==> src/regs_pkg.sv <==
// Package with register map, field layout and carrier types
package regs_pkg;
  localparam int unsigned ADDR_W = 6;
  localparam int unsigned DATA_W = 8;

  localparam logic [5:0] OFF_CNT_LO   = 6'h18;
  localparam logic [5:0] OFF_CNT_HI   = 6'h19;
  localparam logic [5:0] OFF_TEMP     = 6'h20;
  localparam logic [5:0] OFF_USER0    = 6'h28;
  localparam logic [5:0] OFF_USER1    = 6'h29;
  localparam logic [5:0] OFF_CONFIG   = 6'h30;
  localparam logic [5:0] OFF_XOFFSET  = 6'h31;
  localparam logic [5:0] OFF_XTEMPCO  = 6'h32;
  localparam logic [5:0] OFF_XTURN    = 6'h33;

  localparam int unsigned POS_RES_80K  = 7;
  localparam int unsigned POS_RES_20K  = 6;
  localparam int unsigned POS_RES_5K   = 5;
  localparam int unsigned POS_RES_1K5  = 4;
  localparam int unsigned POS_FSEL_HI  = 3;
  localparam int unsigned POS_FSEL_LO  = 2;
  localparam int unsigned POS_THERM_EN = 1;
  localparam int unsigned POS_PERIOD   = 0;
  localparam int unsigned POS_SIGN     = 7;

  localparam logic [7:0] TURN_MASK     = 8'h3f;
  localparam logic [7:0] RST_COUNT     = 8'h00;
  localparam logic [7:0] RST_TEMP      = 8'h3c;
  localparam logic [7:0] RST_USER      = 8'h00;
  localparam logic [7:0] TEMP_ZERO_C   = 8'h3c;
  localparam logic [7:0] TEMP_MAX_CODE = 8'hfa;

  typedef struct packed {
    logic       rd;
    logic       wr;
    logic       busy;
    logic [5:0] addr;
    logic [7:0] wdata;
  } host_req_t;

  typedef struct packed {
    logic       res_80k;
    logic       res_20k;
    logic       res_5k;
    logic       res_1k5;
    logic [1:0] freq_sel;
    logic       therm_en;
    logic       period;
  } config_t;

  typedef struct packed {
    logic [7:0] cfg;
    logic [7:0] offset;
    logic [7:0] tempco;
    logic [7:0] turnover;
  } nv_image_t;
endpackage : regs_pkg

==> src/temp_cache.sv <==
// Temperature result holder with access freeze and host override
`timescale 1ns/10ps
module temp_cache
  import regs_pkg::*;
(
  input  wire logic       clk,        // Crystal clock
  input  wire logic       rst_n,      // Sync reset, low
  input  wire logic       ce,         // Clock enable
  input  wire logic       therm_en,   // Thermometer enabled
  input  wire logic       meas_valid, // New measurement pulse
  input  wire logic [7:0] meas_code,  // Measured code
  input  wire logic       busy,       // Host access in progress
  input  wire logic       host_wr,    // Host write to temperature
  input  wire logic [7:0] host_data,  // Host write data
  output logic      [7:0] temp_value  // Value seen by the host
);
  import regs_pkg::*;

  logic [7:0] live_q, live_d;
  logic [7:0] frozen_q, frozen_d;
  logic       busy_q, busy_d;

  function automatic logic [7:0] clamp_code(input logic [7:0] c);
    clamp_code = (c > TEMP_MAX_CODE) ? TEMP_MAX_CODE : c; // see (RL2)
  endfunction : clamp_code

  always_comb begin
    live_d = live_q;
    if (therm_en && meas_valid) begin
      live_d = clamp_code(meas_code);               // see (RL4)
    end else if (!therm_en && host_wr) begin
      live_d = host_data;                           // see (RL4)
    end
    busy_d   = busy;
    // Snapshot taken on the first busy cycle, held until access ends
    frozen_d = (busy && !busy_q) ? live_q : frozen_q; // see (RL3)
  end

  always_ff @(posedge clk) begin
    if (!rst_n) begin
      live_q   <= RST_TEMP;
      frozen_q <= RST_TEMP;
      busy_q   <= 1'b0;
    end else if (ce) begin
      live_q   <= live_d;
      frozen_q <= frozen_d;
      busy_q   <= busy_d;
    end
  end

  assign temp_value = busy_q ? frozen_q : live_q; // see (RL3)
endmodule : temp_cache

==> src/nv_ctrl_page.sv <==
// Non-volatile configuration and calibration bytes
`timescale 1ns/10ps
module nv_ctrl_page
  import regs_pkg::*;
(
  input  wire logic      clk,      // Crystal clock
  input  wire logic      rst_n,    // Sync reset, low
  input  wire logic      ce,       // Clock enable
  input  wire nv_image_t nv_in,    // Stored non-volatile image
  input  wire logic      wr,       // Host write strobe
  input  wire logic [5:0] addr,    // Host address
  input  wire logic [7:0] wdata,   // Host write data
  output nv_image_t      nv_out    // Current bytes
);
  import regs_pkg::*;

  nv_image_t img_q, img_d;
  logic      load_q, load_d;

  always_comb begin
    img_d  = img_q;
    load_d = 1'b0;
    if (load_q) begin
      img_d = nv_in;                                 // see (RL17)
      img_d.turnover = nv_in.turnover & TURN_MASK;   // see (RL16)
    end else if (wr) begin
      // Calibration stays writable; keeping it intact is software's duty
      if (addr == OFF_CONFIG) begin
        img_d.cfg = wdata;                           // see (RL6)
      end else if (addr == OFF_XOFFSET) begin
        img_d.offset = wdata;                        // see (RL11) (RL15)
      end else if (addr == OFF_XTEMPCO) begin
        img_d.tempco = wdata;                        // see (RL12)
      end else if (addr == OFF_XTURN) begin
        img_d.turnover = wdata & TURN_MASK;          // see (RL13) (RL16)
      end
    end
  end

  // Reload from the stored image on the first enabled edge after reset
  always_ff @(posedge clk) begin
    if (!rst_n) begin
      img_q  <= '0;
      load_q <= 1'b1;
    end else if (ce) begin
      img_q  <= img_d;
      load_q <= load_d;
    end
  end

  assign nv_out = img_q; // see (RL10) (RL14)
endmodule : nv_ctrl_page

==> src/rtc_timer_temp_eeprom_regs.sv <==
// Register bank: countdown reload, temperature, user and control bytes
// Summary of operation
// (RL1) Countdown reload is 16 bits: low byte at 18h, high at 19h.
// (RL2) Temperature byte is unsigned with offset sixty; 0..250 is -60..+190 C.
// (RL3) A frozen copy of temperature is read during any host access.
// (RL4) Host may write temperature at 20h only while thermometer is off.
// (RL5) Two non-volatile user bytes at 28h and 29h, any value.
// (RL6) Control page: configuration at 30h then three calibration bytes.
// (RL7) Config bits 7..4 enable the 80k, 20k, 5k, 1.5k trickle resistors.
// (RL8) Config bits 3..2 select clock output frequency, all codes valid.
// (RL9) Config bit 1 enables thermometer, bit 0 picks measurement period.
// (RL10) Bytes 31h..33h hold crystal calibration for compensation.
// (RL11) Offset byte is sign-magnitude: bit 7 fast, bits 6..0 magnitude.
// (RL12) Temperature coefficient byte is unsigned 0..255.
// (RL13) Turnover byte uses bits 5..0 in degrees, bits 7..6 unused.
// (RL14) Offset byte is factory set for the fitted crystal.
// (RL15) Host must not alter the three calibration bytes; host writes to 31h..33h still update them here.
// (RL16) Unused turnover bits ignore writes and read as zero.
// (RL17) Config and calibration reload from stored image after reset.
`timescale 1ns/10ps
module rtc_timer_temp_eeprom_regs
  import regs_pkg::*;
(
  input  wire logic       clk,                 // 32.768 kHz crystal clock
  input  wire logic       rst_n,               // Sync power-up reset, low
  input  wire logic       ce,                  // Clock enable, freezes state
  input  wire host_req_t  req,                 // Host access from serial interface
  output logic      [7:0] rdata,               // Read data, registered
  input  wire logic       meas_valid,          // Thermometer result pulse
  input  wire logic [7:0] meas_code,           // Thermometer result code
  input  wire nv_image_t  nv_image,            // Stored non-volatile control image
  input  wire logic [7:0] nv_user0,            // Stored user byte 0
  input  wire logic [7:0] nv_user1,            // Stored user byte 1
  output logic [15:0]     countdown_reload,    // Timer reload value
  output logic            trickle_res_80k_en,  // 80k trickle resistor
  output logic            trickle_res_20k_en,  // 20k trickle resistor
  output logic            trickle_res_5k_en,   // 5k trickle resistor
  output logic            trickle_res_1k5_en,  // 1.5k trickle resistor
  output logic            clk_out_freq_sel_hi, // Clock output select high
  output logic            clk_out_freq_sel_lo, // Clock output select low
  output logic            therm_enable,        // Thermometer enable
  output logic            temp_sample_period,  // Measurement period select
  output logic      [7:0] temperature_result,  // Current temperature code
  output logic      [7:0] crystal_offset_cal,  // Offset calibration
  output logic      [7:0] crystal_tempco_cal,  // Tempco calibration
  output logic      [7:0] crystal_turnover_cal // Turnover calibration
);
  import regs_pkg::*;

  logic [7:0] cnt_lo_q, cnt_lo_d;
  logic [7:0] cnt_hi_q, cnt_hi_d;
  logic [7:0] user0_q, user0_d;
  logic [7:0] user1_q, user1_d;
  logic       uload_q, uload_d;
  logic [7:0] rdata_q, rdata_d;
  logic [7:0] temp_value;
  nv_image_t  nv_cur;
  config_t    cfg;
  logic       temp_wr;

  assign cfg     = config_t'(nv_cur.cfg);
  assign temp_wr = req.wr && (req.addr == OFF_TEMP);

  temp_cache u_temp (
    .clk        (clk),
    .rst_n      (rst_n),
    .ce         (ce),
    .therm_en   (cfg.therm_en),
    .meas_valid (meas_valid),
    .meas_code  (meas_code),
    .busy       (req.busy),
    .host_wr    (temp_wr),
    .host_data  (req.wdata),
    .temp_value (temp_value)
  );

  nv_ctrl_page u_nv (
    .clk    (clk),
    .rst_n  (rst_n),
    .ce     (ce),
    .nv_in  (nv_image),
    .wr     (req.wr),
    .addr   (req.addr),
    .wdata  (req.wdata),
    .nv_out (nv_cur)
  );

  // Timer, user bytes and read path
  always_comb begin
    cnt_lo_d = cnt_lo_q;
    cnt_hi_d = cnt_hi_q;
    user0_d  = user0_q;
    user1_d  = user1_q;
    uload_d  = 1'b0;
    rdata_d  = rdata_q;
    if (uload_q) begin
      user0_d = nv_user0;                              // see (RL5)
      user1_d = nv_user1;
    end else if (req.wr) begin
      if (req.addr == OFF_CNT_LO) begin
        cnt_lo_d = req.wdata;                          // see (RL1)
      end else if (req.addr == OFF_CNT_HI) begin
        cnt_hi_d = req.wdata;                          // see (RL1)
      end else if (req.addr == OFF_USER0) begin
        user0_d = req.wdata;                           // see (RL5)
      end else if (req.addr == OFF_USER1) begin
        user1_d = req.wdata;                           // see (RL5)
      end
    end
    if (req.rd) begin
      if (req.addr == OFF_CNT_LO) begin
        rdata_d = cnt_lo_q;
      end else if (req.addr == OFF_CNT_HI) begin
        rdata_d = cnt_hi_q;
      end else if (req.addr == OFF_TEMP) begin
        rdata_d = temp_value;                          // see (RL3)
      end else if (req.addr == OFF_USER0) begin
        rdata_d = user0_q;
      end else if (req.addr == OFF_USER1) begin
        rdata_d = user1_q;
      end else if (req.addr == OFF_CONFIG) begin
        rdata_d = nv_cur.cfg;
      end else if (req.addr == OFF_XOFFSET) begin
        rdata_d = nv_cur.offset;
      end else if (req.addr == OFF_XTEMPCO) begin
        rdata_d = nv_cur.tempco;
      end else if (req.addr == OFF_XTURN) begin
        rdata_d = nv_cur.turnover & TURN_MASK;         // see (RL16)
      end else begin
        // Pages outside this bank read as zero here
        rdata_d = 8'h00;
      end
    end
  end

  always_ff @(posedge clk) begin
    if (!rst_n) begin
      cnt_lo_q <= RST_COUNT;
      cnt_hi_q <= RST_COUNT;
      user0_q  <= RST_USER;
      user1_q  <= RST_USER;
      uload_q  <= 1'b1;
      rdata_q  <= 8'h00;
    end else if (ce) begin
      cnt_lo_q <= cnt_lo_d;
      cnt_hi_q <= cnt_hi_d;
      user0_q  <= user0_d;
      user1_q  <= user1_d;
      uload_q  <= uload_d;
      rdata_q  <= rdata_d;
    end
  end

  assign rdata                = rdata_q;
  assign countdown_reload     = {cnt_hi_q, cnt_lo_q};  // see (RL1)
  assign trickle_res_80k_en   = cfg.res_80k;           // see (RL7)
  assign trickle_res_20k_en   = cfg.res_20k;           // see (RL7)
  assign trickle_res_5k_en    = cfg.res_5k;            // see (RL7)
  assign trickle_res_1k5_en   = cfg.res_1k5;           // see (RL7)
  assign clk_out_freq_sel_hi  = cfg.freq_sel[1];       // see (RL8)
  assign clk_out_freq_sel_lo  = cfg.freq_sel[0];       // see (RL8)
  assign therm_enable         = cfg.therm_en;          // see (RL9)
  assign temp_sample_period   = cfg.period;            // see (RL9)
  assign temperature_result   = temp_value;            // see (RL2)
  assign crystal_offset_cal   = nv_cur.offset;         // see (RL10) (RL11)
  assign crystal_tempco_cal   = nv_cur.tempco;         // see (RL10) (RL12)
  assign crystal_turnover_cal = nv_cur.turnover;       // see (RL10) (RL13)
endmodule : rtc_timer_temp_eeprom_regs

==> config.mk <==
export PLATFORM = sky130hd
export DESIGN_NAME = rtc_timer_temp_eeprom_regs
export DESIGN_NICKNAME = d
export VERILOG_FILES = /design/src/regs_pkg.sv /design/src/temp_cache.sv /design/src/nv_ctrl_page.sv /design/src/rtc_timer_temp_eeprom_regs.sv
export SDC_FILE = /design/constraint.sdc
export NUM_CORES = 1
export LEC_CHECK = 0
export ABC_AREA = 1
export CAP_MARGIN = 20
export CELL_PAD_IN_SITES_DETAIL_PLACEMENT = 1
export CELL_PAD_IN_SITES_GLOBAL_PLACEMENT = 1
export CORE_ASPECT_RATIO = 0.8
export CORE_MARGIN = 2
export CORE_UTILIZATION = 47
export CTS_CLUSTER_DIAMETER = 200
export DETAILED_ROUTE_END_ITERATION = 10
export DONT_BUFFER_PORTS = 1
export MAX_ROUTING_LAYER = met4
export PLACE_DENSITY = 0.82
export SYNTH_ARGS = -nofsm -noshare
export SYNTH_HDL_FRONTEND = slang
export SYNTH_SLANG_ARGS = --single-unit
==> constraint.sdc <==
create_clock -name clk -period 2.45 [get_ports clk]
set_input_delay 0.49 -clock clk [delete_from_list [all_inputs] [get_ports clk]]
set_output_delay 0.49 -clock clk [all_outputs]
set_load 0.02 [all_outputs]
==> results.txt <==
* Core Region: 8960 um2
* Path category of the worst min-delay check: input pin to flop
- Grouping stages by cell kind, the critical path spends the most delay in buffers and inverters.
* Sequential element share of the synthesized area: 41.1%
- Yosys mapped a number of flops with a built-in enable equal to 0.
- Router iterations before antenna repair: 5
- Setup repair after global routing left no endpoint under its margin.
- Summed instance area of the synthesized netlist: roughly 4300 um2
- Ant. Diodes: 0
- The routed layout has about 4,400 vias.
- In this run the static leakage power is ~2.0 nW.
- Critical path type: flop to primary output
* List of cells traversed by the critical path: clkinv_1 > o21ai_0 > buf_4
- Sorting the synthesized cells by area gives the leading types as sky130_fd_sc_hd__dfxtp_1, sky130_fd_sc_hd__nand2_1, sky130_fd_sc_hd__a31oi_1, sky130_fd_sc_hd__o21ai_0, sky130_fd_sc_hd__nor2_1.
* Cells after Synth: 616
* Total congestion overflow: 0
* Worst clock skew: between 0.007 and 0.008 ns
- During synthesis, Yosys emitted a total of 0 warnings.
* Number of sinks handled by clock tree synthesis: 88
* First-pass GRT wire length: about 24,000 um
* Cell area reported after detailed placement: approximately 4400 um2
- From synthesis to final layout, the design area changed by 8.91%.
* Number of input and output port buffers inserted: 0
- Ratio of cells with drive above 1 in the final layout: about a tenth
- Setup violators final: 0
* Number of synthesized register bits: approximately 90
- The worst-case IR drop observed on VDD is around 0.00038 V.
- Summed over all nets, the half-perimeter wirelength after detailed placement is between 10,000 and 15,000 um.
* Initial core utilization: a little under half
- For the worst setup path, the data required time is roughly 2.0 ns.
- STA classifies the critical path startpoint as a flop.
* Critical Path AT: 1.72 ns
* Finished Cell Area: 4670 um2
- Post-CTS Resized: 0
- GRT Overall Usage: between 30% and 40%
- Hold repair after CTS inserted 0 buffers.
- TritonCTS built the clock tree.
- Using the TritonRoute via totals, the vias-per-cell ratio works out to 6.11.
- For this run, the slowest stage of the critical path takes between 0.5 and 0.6 ns.
- The worst pin sits at a relative slew slack of a little under two fifths.
* Final RePlAce weighted congestion: 0.902
- Unique masters post-synth: 33
* Filler cell count in the final layout: roughly 1,200
- Static timing analysis puts the maximum clock frequency at 0.452 GHz.
- Initial antenna violation count: 0
- The clock reaches the later pin of the worst-skew pair after around 0.34 ns.
- Number of H-tree levels: 3
- Top-level port count: approximately 140
- Ys async rst share: 0%
* DIE WIDTH: 111 um
* Detailed-route DRC error count: 0
* Outcome: finished, final reports clean
- In this run the power density over the cells is 743 nW/um2.
* Final-report hold violation count: 0
* TritonCTS buffer count: 9
* DRC marker count from the first detailed-route iteration: 306
- Final ANT Viol Nets: 0
- Counting both buffers and inverters, the worst setup path holds a total of 2.
- The largest total area in the synthesized netlist belongs to sky130_fd_sc_hd__dfxtp_1.
* Vert. Die Dim: a little under 90 um
- Maximum number of pins on one net before global-route repair: 78
- After clock tree synthesis, the clock-pin slew on the worst setup and hold paths is approximately 0.070 ns.
* Top fanout value on the critical path: 10
- Maximum root-to-sink buffer count: 2
- Floorplan die area: ~9900 um2
* Main flop type after synthesis: sky130_fd_sc_hd__dfxtp_1
* Area share of the largest cell type after synthesis: 41.1%
- Detail-routed net length per standard cell: 21.3 um
- The smallest clock period supported by the final layout is computed as around 2.2 ns.
- Total Wirelength: 15,500 um
- Row count: 31
- The tool flagged a number of max-cap violations equal to 0.
- Post-CTS setup buffer count: 0
- Cells fill around 52% of the core in the end.
- Kind of end point of the critical path: primary output
* Layout net count: 684
- Adding up every negative setup slack in the final design gives 0 ns.
* Number of global-route vias before repair: between 4,000 and 5,000
- Library cell used as clock root buffer: sky130_fd_sc_hd__clkbuf_16
- Averaged over all synthesized cells, the footprint is a little under 7 um2.
* Leading cell types by count after synthesis: sky130_fd_sc_hd__nand2_1, sky130_fd_sc_hd__dfxtp_1, sky130_fd_sc_hd__o21ai_0
- For the pin with the worst max-slew slack, the measured transition is 0.918 ns.
- In the post-synthesis netlist, the cell with the most instances is sky130_fd_sc_hd__nand2_1.
* Number of pins exceeding their max-slew limit in the final report: 0
* Max stage delay cell, worst path: sky130_fd_sc_hd__dfxtp_1
- In the finished design, the share of the clock period the worst path needs comes to between 90% and 100%.
==> path summary, 6_finish.rpt <==
path	start	to	slack [ns]	depth (start not counted)
worst min register to register	u_temp.frozen_q[6]	u_temp.frozen_q[6]	0.45	2
worst max-delay path	u_temp.busy_q	temperature_result[7]	0.24	3
worst max register to register	u_temp.busy_q	rdata[1]	0.70	5
worst min-delay path	rst_n	u_nv.load_q	0.24	1
==> layout make-up <==
class	instances	area [um2]	area share (%)
repair buffers	7	52.6	1.13
multi-input cells	446	2180	46.8
clock inverters	5	63.8	1.37
inverters	55	208	4.45
clock buffers	11	253	5.42
flip-flops and latches	88	1760	37.8
well taps	115	144	3.08
==> worst reg2reg max path: cells and delay by family (launching register included) <==
| family | cells | cell delay, ns |
|---|---|---|
| AOI/OAI and AO/OA | 2 | 0.88 |
| DFF | 1 | 0.40 |
| and+or+nand+nor | 3 | 0.40 |
==> cell usage in the layout, fill, tap and decap left out, drive strengths merged <==
cell	Yosys	final
o2111ai	6	6
clkinvlp	0	1
buf	12	7
nand2	165	165
dfxtp	88	88
o21ai	79	79
a211oi	2	2
a21oi	33	33
a31oi	46	46
o211ai	7	7
conb	1	2
nand3	30	30
clkinv	3	5
bufinv	0	1
nor2	59	59
clkbuf	16	11
o211a	3	3
o31ai	1	1
nand4	10	10
inv	52	53
nor3	3	3
==> flip-flops by register name, summed over array words and instances (netlist names) <==
signal,cells
u_temp.frozen_q,8
user0_q,8
u_nv.nv_out,30
cnt_lo_q,8
cnt_hi_q,8
u_temp.live_q,8
rdata,8
user1_q,8
u_temp.busy_q,1
u_nv.load_q,1
==> layer usage <==
layer	GRT usage [%]	vias to the layer above	wire, um
met5	-	-	0
met4	9.77	0	347
met3	7.53	28	1290
met2	48.8	193	6780
met1	42.4	2156	7070
li1	-	2066	-
==> per-stage QoR <==
stage	hold slack (ns)	setup slack, ns	total power, mW	std cells
after global routing	0.262	0.125	3.58	727
after CTS	0.231	0.242	3.46	727
after floorplan	0.425	0.748	1.94	617
after detailed placement	0.441	0.498	2.03	711
after global placement	0.432	0.586	2.01	711
final	0.239	0.236	3.47	727
==> where the power goes <==
group          leakage, nW  internal (mW)  switching [mW]  total (mW)
sequential           0.721           1.52           0.131        1.65
combinational         1.08          0.106           0.261       0.367
clock                0.152          0.854           0.600        1.45
total                 1.95           2.48           0.992        3.47
==> kinds of logic after synthesis <==
group / count (synthesis) / share of synthesized area (%)
buffers and inverters: 83 / 8.03
flip-flops: 88 / 41.1
AND/OR/NAND/NOR: 267 / 27.1
AO/OA/AOI/OAI: 177 / 23.7
other: 1 / 0.0875
(Power assumes the default switching activity.)
